<file path="src/chcal_pkg.sv">
// Constants for the channel 3 configuration and calibration register set
//****************************************************************************
// Overview of operation
// - Setup bits 15:6 hold signed phase delay
// - Setup bit 2 bypasses DC filter
// - Setup bits 1:0 choose converter input source
// - Offset high register holds offset bits 23:8
// - Offset low bits 15:8 hold bits 7:0
// - Assembled offset is signed two's complement
// - Gain high register holds gain bits 23:8
// - Gain low bits 15:8 hold bits 7:0
// - Gain is unsigned fraction below two
// - Offset high at 19h, reset 0000h
// - Offset low at 1Ah, reset 0000h
// - Gain high at 1Bh, reset 8000h
// - Gain low at 1Ch, reset 0000h
// - Next channel setup at 1Dh, reset 0000h
// - This channel setup at 18h, reset 0000h
//****************************************************************************
`default_nettype none

package chcal_pkg;

  //****************************************************************************
  // Register indices; byte address is four times the index
  //****************************************************************************
  localparam logic [7:0] IDX_CH3_SETUP    = 8'h18;
  localparam logic [7:0] IDX_CH3_OFS_HIGH = 8'h19;
  localparam logic [7:0] IDX_CH3_OFS_LOW  = 8'h1A;
  localparam logic [7:0] IDX_CH3_GAIN_HIGH = 8'h1B;
  localparam logic [7:0] IDX_CH3_GAIN_LOW = 8'h1C;
  localparam logic [7:0] IDX_CH4_SETUP    = 8'h1D;

  //****************************************************************************
  // Reset values
  //****************************************************************************
  localparam logic [15:0] RST_SETUP     = 16'h0000;
  localparam logic [15:0] RST_OFS_HIGH  = 16'h0000;
  localparam logic [15:0] RST_OFS_LOW   = 16'h0000;
  localparam logic [15:0] RST_GAIN_HIGH = 16'h8000;
  localparam logic [15:0] RST_GAIN_LOW  = 16'h0000;

  //****************************************************************************
  // Writable bit masks; clear bits are reserved and read zero
  //****************************************************************************
  localparam logic [15:0] MASK_SETUP   = 16'hFFC7;
  localparam logic [15:0] MASK_FULL    = 16'hFFFF;
  localparam logic [15:0] MASK_LOW_CAL = 16'hFF00;

  //****************************************************************************
  // Field positions
  //****************************************************************************
  localparam int PHASE_HI  = 15;
  localparam int PHASE_LO  = 6;
  localparam int BYPASS_BIT = 2;
  localparam int SEL_HI    = 1;
  localparam int SEL_LO    = 0;
  localparam int CAL_LOW_HI = 15;
  localparam int CAL_LOW_LO = 8;

  // Input source encodings
  typedef enum logic [1:0] {
    SRC_PINS    = 2'h0,
    SRC_SHORTED = 2'h1,
    SRC_POS_DC  = 2'h2,
    SRC_NEG_DC  = 2'h3
  } input_src_t;

endpackage

`default_nettype wire
</file>
<file path="src/channel_cal_config_regs.sv">
// Channel 3 configuration and calibration registers behind an Avalon-MM slave
`default_nettype none

//****************************************************************************
// One masked 16-bit register with reset value
//****************************************************************************
module masked_reg16 #(
  parameter logic [15:0] RESET_VALUE = 16'h0000,
  parameter logic [15:0] WRITE_MASK  = 16'hFFFF
) (
  // Clock and reset
  input  wire logic        ref_clk,
  input  wire logic        srst,
  // Write port
  input  wire logic        write_en,
  input  wire logic [15:0] write_data,
  input  wire logic [1:0]  lane_en,
  // Stored value
  output var  logic [15:0] value
);
  logic [15:0] next_value;
  logic [15:0] lane_mask;

  // Reserved bits never take a write, so they stay at zero
  always_comb begin
    lane_mask  = {{8{lane_en[1]}}, {8{lane_en[0]}}} & WRITE_MASK;
    next_value = value;
    if (write_en) begin
      next_value = (value & ~lane_mask) | (write_data & lane_mask);
    end
  end

  // Register stage
  always_ff @(posedge ref_clk) begin
    if (srst) begin
      value <= RESET_VALUE;
    end else begin
      value <= next_value;
    end
  end
endmodule

//****************************************************************************
// Top: register bank
//****************************************************************************
module channel_cal_config_regs (
  // Clock and reset
  input  wire logic        ref_clk,
  input  wire logic        srst,
  // Avalon-MM slave
  input  wire logic [7:0]  address,
  input  wire logic        read,
  input  wire logic        write,
  input  wire logic [31:0] writedata,
  input  wire logic [3:0]  byteenable,
  output var  logic [31:0] readdata,
  output var  logic        waitrequest,
  output var  logic [1:0]  response,
  // Channel 3 settings to the datapath
  output var  logic [9:0]  ch3_phase_delay,
  output var  logic        ch3_dc_filter_bypass,
  output var  logic [1:0]  ch3_input_select,
  output var  logic [23:0] ch3_offset_value,
  output var  logic [23:0] ch3_gain_value,
  // Channel 4 settings to the datapath
  output var  logic [9:0]  ch4_phase_delay,
  output var  logic        ch4_dc_filter_bypass,
  output var  logic [1:0]  ch4_input_select
);

  //****************************************************************************
  // Bus handshake: one wait cycle, then answer
  //****************************************************************************
  logic        busy;
  logic        next_busy;
  logic        access;
  logic [7:0]  word_index;
  logic        hit_setup3;
  logic        hit_ofs_high;
  logic        hit_ofs_low;
  logic        hit_gain_high;
  logic        hit_gain_low;
  logic        hit_setup4;
  logic        hit_any;
  logic        do_write;
  logic [15:0] read_mux;
  logic [31:0] next_readdata;
  logic [1:0]  next_response;
  logic        next_waitrequest;

  // Byte addresses: low two bits ignored, bits above the index unused
  assign word_index = {2'h0, address[7:2]};
  assign access     = (read | write) & ~busy;

  // Decoder for the six words of the set
  always_comb begin
    hit_setup3    = (word_index == chcal_pkg::IDX_CH3_SETUP);
    hit_ofs_high  = (word_index == chcal_pkg::IDX_CH3_OFS_HIGH);
    hit_ofs_low   = (word_index == chcal_pkg::IDX_CH3_OFS_LOW);
    hit_gain_high = (word_index == chcal_pkg::IDX_CH3_GAIN_HIGH);
    hit_gain_low  = (word_index == chcal_pkg::IDX_CH3_GAIN_LOW);
    hit_setup4    = (word_index == chcal_pkg::IDX_CH4_SETUP);
    hit_any       = hit_setup3 | hit_ofs_high | hit_ofs_low |
                    hit_gain_high | hit_gain_low | hit_setup4;
  end

  // Writes take effect at the edge where waitrequest is seen low
  assign do_write = write & busy;

  //****************************************************************************
  // Register storage
  //****************************************************************************
  logic [15:0] setup3;
  logic [15:0] ofs_high;
  logic [15:0] ofs_low;
  logic [15:0] gain_high;
  logic [15:0] gain_low;
  logic [15:0] setup4;

  masked_reg16 #(.RESET_VALUE(chcal_pkg::RST_SETUP), .WRITE_MASK(chcal_pkg::MASK_SETUP))
    u_setup3 (.ref_clk(ref_clk), .srst(srst), .write_en(do_write & hit_setup3),
              .write_data(writedata[15:0]), .lane_en(byteenable[1:0]), .value(setup3));
  masked_reg16 #(.RESET_VALUE(chcal_pkg::RST_OFS_HIGH), .WRITE_MASK(chcal_pkg::MASK_FULL))
    u_ofs_high (.ref_clk(ref_clk), .srst(srst), .write_en(do_write & hit_ofs_high),
                .write_data(writedata[15:0]), .lane_en(byteenable[1:0]), .value(ofs_high));
  masked_reg16 #(.RESET_VALUE(chcal_pkg::RST_OFS_LOW), .WRITE_MASK(chcal_pkg::MASK_LOW_CAL))
    u_ofs_low (.ref_clk(ref_clk), .srst(srst), .write_en(do_write & hit_ofs_low),
               .write_data(writedata[15:0]), .lane_en(byteenable[1:0]), .value(ofs_low));
  masked_reg16 #(.RESET_VALUE(chcal_pkg::RST_GAIN_HIGH), .WRITE_MASK(chcal_pkg::MASK_FULL))
    u_gain_high (.ref_clk(ref_clk), .srst(srst), .write_en(do_write & hit_gain_high),
                 .write_data(writedata[15:0]), .lane_en(byteenable[1:0]), .value(gain_high));
  masked_reg16 #(.RESET_VALUE(chcal_pkg::RST_GAIN_LOW), .WRITE_MASK(chcal_pkg::MASK_LOW_CAL))
    u_gain_low (.ref_clk(ref_clk), .srst(srst), .write_en(do_write & hit_gain_low),
                .write_data(writedata[15:0]), .lane_en(byteenable[1:0]), .value(gain_low));
  masked_reg16 #(.RESET_VALUE(chcal_pkg::RST_SETUP), .WRITE_MASK(chcal_pkg::MASK_SETUP))
    u_setup4 (.ref_clk(ref_clk), .srst(srst), .write_en(do_write & hit_setup4),
              .write_data(writedata[15:0]), .lane_en(byteenable[1:0]), .value(setup4));

  //****************************************************************************
  // Read path and answer
  //****************************************************************************
  always_comb begin
    read_mux = 16'h0000;
    case (1'b1)
      hit_setup3:    read_mux = setup3;
      hit_ofs_high:  read_mux = ofs_high;
      hit_ofs_low:   read_mux = ofs_low;
      hit_gain_high: read_mux = gain_high;
      hit_gain_low:  read_mux = gain_low;
      hit_setup4:    read_mux = setup4;
      default:       read_mux = 16'h0000;
    endcase
  end

  // Answer is registered so every bus output comes from a flip-flop
  always_comb begin
    next_busy        = access;
    next_waitrequest = ~access;
    next_readdata    = 32'h0000_0000;
    next_response    = 2'h0;
    if (access & read) begin
      next_readdata = {16'h0000, read_mux};
    end
    if (access & ~hit_any) begin
      next_response = 2'h2; // Unmapped word: SLVERR, write dropped
    end
    if (busy) begin
      next_readdata = readdata;
      next_response = response;
    end
  end

  always_ff @(posedge ref_clk) begin
    if (srst) begin
      busy        <= 1'b0;
      waitrequest <= 1'b1;
      readdata    <= 32'h0000_0000;
      response    <= 2'h0;
    end else begin
      busy        <= next_busy;
      waitrequest <= next_waitrequest;
      readdata    <= next_readdata;
      response    <= next_response;
    end
  end

  //****************************************************************************
  // Field outputs to the datapath, registered
  //****************************************************************************
  logic [9:0]  next_ph3;
  logic [9:0]  next_ph4;
  logic [23:0] next_ofs;
  logic [23:0] next_gain;

  always_comb begin
    next_ph3  = setup3[chcal_pkg::PHASE_HI:chcal_pkg::PHASE_LO];
    next_ph4  = setup4[chcal_pkg::PHASE_HI:chcal_pkg::PHASE_LO];
    // Offset is two's complement; bit 23 is the sign
    next_ofs  = {ofs_high, ofs_low[chcal_pkg::CAL_LOW_HI:chcal_pkg::CAL_LOW_LO]};
    // Gain is unsigned, 24'h800000 means exactly one
    next_gain = {gain_high, gain_low[chcal_pkg::CAL_LOW_HI:chcal_pkg::CAL_LOW_LO]};
  end

  always_ff @(posedge ref_clk) begin
    if (srst) begin
      // Outputs start from the words' own reset values so the lag never shows a stale field
      ch3_phase_delay      <= chcal_pkg::RST_SETUP[chcal_pkg::PHASE_HI:chcal_pkg::PHASE_LO];
      ch3_dc_filter_bypass <= chcal_pkg::RST_SETUP[chcal_pkg::BYPASS_BIT];
      ch3_input_select     <= chcal_pkg::RST_SETUP[chcal_pkg::SEL_HI:chcal_pkg::SEL_LO];
      ch3_offset_value     <= {chcal_pkg::RST_OFS_HIGH,
        chcal_pkg::RST_OFS_LOW[chcal_pkg::CAL_LOW_HI:chcal_pkg::CAL_LOW_LO]};
      ch3_gain_value       <= {chcal_pkg::RST_GAIN_HIGH,
        chcal_pkg::RST_GAIN_LOW[chcal_pkg::CAL_LOW_HI:chcal_pkg::CAL_LOW_LO]};
      ch4_phase_delay      <= chcal_pkg::RST_SETUP[chcal_pkg::PHASE_HI:chcal_pkg::PHASE_LO];
      ch4_dc_filter_bypass <= chcal_pkg::RST_SETUP[chcal_pkg::BYPASS_BIT];
      ch4_input_select     <= chcal_pkg::RST_SETUP[chcal_pkg::SEL_HI:chcal_pkg::SEL_LO];
    end else begin
      ch3_phase_delay      <= next_ph3;
      ch3_dc_filter_bypass <= setup3[chcal_pkg::BYPASS_BIT];
      ch3_input_select     <= setup3[chcal_pkg::SEL_HI:chcal_pkg::SEL_LO];
      ch3_offset_value     <= next_ofs;
      ch3_gain_value       <= next_gain;
      ch4_phase_delay      <= next_ph4;
      ch4_dc_filter_bypass <= setup4[chcal_pkg::BYPASS_BIT];
      ch4_input_select     <= setup4[chcal_pkg::SEL_HI:chcal_pkg::SEL_LO];
    end
  end
endmodule

`default_nettype wire

</file>
<file path="config.mk">
export PLATFORM = sky130hd
export DESIGN_NAME = channel_cal_config_regs
export DESIGN_NICKNAME = d
export VERILOG_FILES = /design/src/chcal_pkg.sv /design/src/channel_cal_config_regs.sv
export SDC_FILE = /design/constraint.sdc
export NUM_CORES = 1
export LEC_CHECK = 0
export ABC_AREA = 0
export BUFFER_PORTS_ARGS = -buffer_cell sky130_fd_sc_hd__clkbuf_2
export CAP_MARGIN = 15
export CORE_ASPECT_RATIO = 1.75
export CORE_UTILIZATION = 45
export DETAILED_ROUTE_END_ITERATION = 10
export PLACE_DENSITY_LB_ADDON = 0.2
export SKIP_CTS_REPAIR_TIMING = 1
export SLEW_MARGIN = 40
export SYNTH_ARGS = -nofsm -noshare
export SYNTH_HDL_FRONTEND = slang
export SYNTH_SLANG_ARGS = --single-unit
</file>
<file path="constraint.sdc">
create_clock -name ref_clk -period 2.05 [get_ports ref_clk]
set_input_delay 0.205 -clock ref_clk [delete_from_list [all_inputs] [get_ports ref_clk]]
set_output_delay 0.205 -clock ref_clk [all_outputs]
set_load 0.005 [all_outputs]
</file>
==> reports/results.ini <==
[place]
numPortBuffers=119
dp_hpwl_mm=9.92
place.gp.congestion=0.793

[worst_setup_path]
critPathRequiredTime_ns=2.32
critPathKind=reg -> reg
critical_path.cell_chain=nand3_1 > or4_1 > mux2i_1 > nor2_1
crit_slowest_cell=or4_1
cp-start-kind=register
critPathTopFamily=simple AND/OR/NAND/NOR gates
cp-end-kind=register
cp_num_buf_inv=0
slowest_delay_ns=0.80
crit_arrival_ns=2.16
path_max_fanout=8

[die]
die_h_um=155
io_pins=157
die_w_um=89.6
dieArea_um2=13900
core_um2=13000
row_count=55
start_util_pct=46.5

[global_routing]
grt.overflow.total=0
antenna_found_initial=0
grt_first_pass_wirelength_mm=22.1
grt_max_degree=76
grt_pass1_vias=4348
grtUsageTotal_pct=21.1

[clock_network]
cts_tree=built
numCtsBuffers=17
clk_pin_slew_ns=0.06
htree_levels=4
insertion_delay_ns=0.41
root_buffer=clkbuf_16
cts_sinks=167
clockBufferDepth=2

[synthesis]
synth_commonest_cells=dfxtp_1 (167), nor2b_1 (86), mux2i_1 (48), nor2_1 (48), mux2_2 (34)
yosysTopAreaCell=dfxtp_1
syn_inst=556
yosys.area.top_type_share_pct=55.3
synth-main-ff-cell=dfxtp_1
async_flop_share_pct=0
synth-edff-count=0
synth.most_common_cell=dfxtp_1
netlist_area_um2=6050
synth_area_leaders=dfxtp_1 (55%), nor2b_1 (8.9%), mux2i_1 (7.9%)
ys.warnings.count=0
synth_cell_types=41
syn_avg_cell_area_um2=10.9
synth_seq_cells=167
seq_area_frac_synth_pct=55.3

[sta]
skew_ns=0.00884
post-route-min-period_ns=1.89
max_freq_ghz=0.529
slew_violations=0
setup_viol=0
worst_slew_pin_slew_ns=0.748
finalSetupTns_ns=0
slew_headroom_pct=50.1
fin_hold_ws_ns=0.0524
rsz0062_at_grt=no
finalHoldViolations=0
fin_crit_sh_pct=92.2

[hold_path]
hold_class=in -> reg

[finish]
antenna_cells=0
syn_to_final_growth_pct=22.2
fin_nets=732
final_util_pct=56.8
drive_gt1_share_pct=31.5

[route]
vias=4252
wire_per_inst_um=15.6
firstDrtPassIters=6
via_per_inst=4.90
post-route-drc-count=0
ant_nets=0
wl_mm=13.6
drt_iter0_drc=169

[flow_run]
maxCapViolations=0

[power]
leakage_nw=3.26
vdd_ir_drop_max_mv=0.672
p_per_area_nw_per_um2=880
fin_total_pwr_mw=6.50

[status]
status=complete, no violations

## cell type report
cell class / count / area, um^2
Multi-Input combinational cell: 348 / 2470
Timing Repair Buffer: 143 / 778
Clock buffer: 18 / 439
Clock inverter: 13 / 120
Fill cell: 1162 / 5620
Inverter: 7 / 26.3
Sequential cell: 167 / 3340
Tap cell: 171 / 214
## layout by cell type, fill, tap and decap left out, types with 2 or more instances in the layout
cell type / instances
a21oi_1: 23
a22o_1: 6
a22oi_1: 10
a32o_1: 6
buf_4: 25
clkbuf_16: 17
clkbuf_2: 118
clkinv_2: 4
clkinv_4: 2
clkinvlp_4: 2
conb_1: 17
dfxtp_1: 167
inv_1: 7
inv_6: 3
mux2_2: 34
mux2i_1: 48
nand2_1: 14
nand2b_1: 5
nand3_1: 3
nor2_1: 48
nor2b_1: 85
nor3_1: 3
nor3_2: 2
nor3_4: 3
nor4_4: 2
o21ai_0: 8
o22a_1: 6
o31ai_1: 5
or3_1: 2
or4_1: 2
## where the power goes
group | total, mW | internal (mW) | switching (mW)
Clock | 3.00 | 1.71 | 1.29
Combinational | 0.246 | 0.0793 | 0.167
Sequential | 3.26 | 3.25 | 0.00346
Total | 6.50 | 5.04 | 1.46
## routing by layer
| metal | vias to the layer above | GRT usage (%) | part of all wire (%) |
|---|---|---|---|
| met5 | - | 0 | 0 |
| met1 | 1951 | 23.7 | 39 |
| li1 | 2118 | - | - |
| met2 | 154 | 36.4 | 52 |
| met4 | 0 | 10.4 | 3.8 |
| met3 | 29 | 4.99 | 5.1 |
## per-stage QoR
step           std cells  instance area [um^2]  worst slack, ns
2_1_floorplan        572                  6110            0.347
3_3_place_gp         836                  6830            0.132
3_5_place_dp         836                  6830           0.0901
4_1_cts              867                  7390            0.153
5_1_grt              867                  7390           0.0142
6_report             867                  7390            0.160
## worst paths after layout
| path | from | end | slack (ns) | cells after the start |
|---|---|---|---|---|
| worst max register to register | busy | register | 0.16 | 4 |
| worst min register to register | readdata[1] | readdata[1] | 0.46 | 2 |
| worst max-delay path | busy | register | 0.16 | 4 |
| worst min-delay path | writedata[15] | register | 0.05 | 2 |
## cells by family (layout without fill, tap and decap cells)
family,Yosys count,in the layout,share of synthesized area [%]
simple gates,177,177,17.2
flops,167,167,55.3
mux,82,82,14.3
compound gates,72,72,8.19
buf+inv,57,181,4.96
other cells,1,17,0.0620
Power figures use the tool's default switching activity.
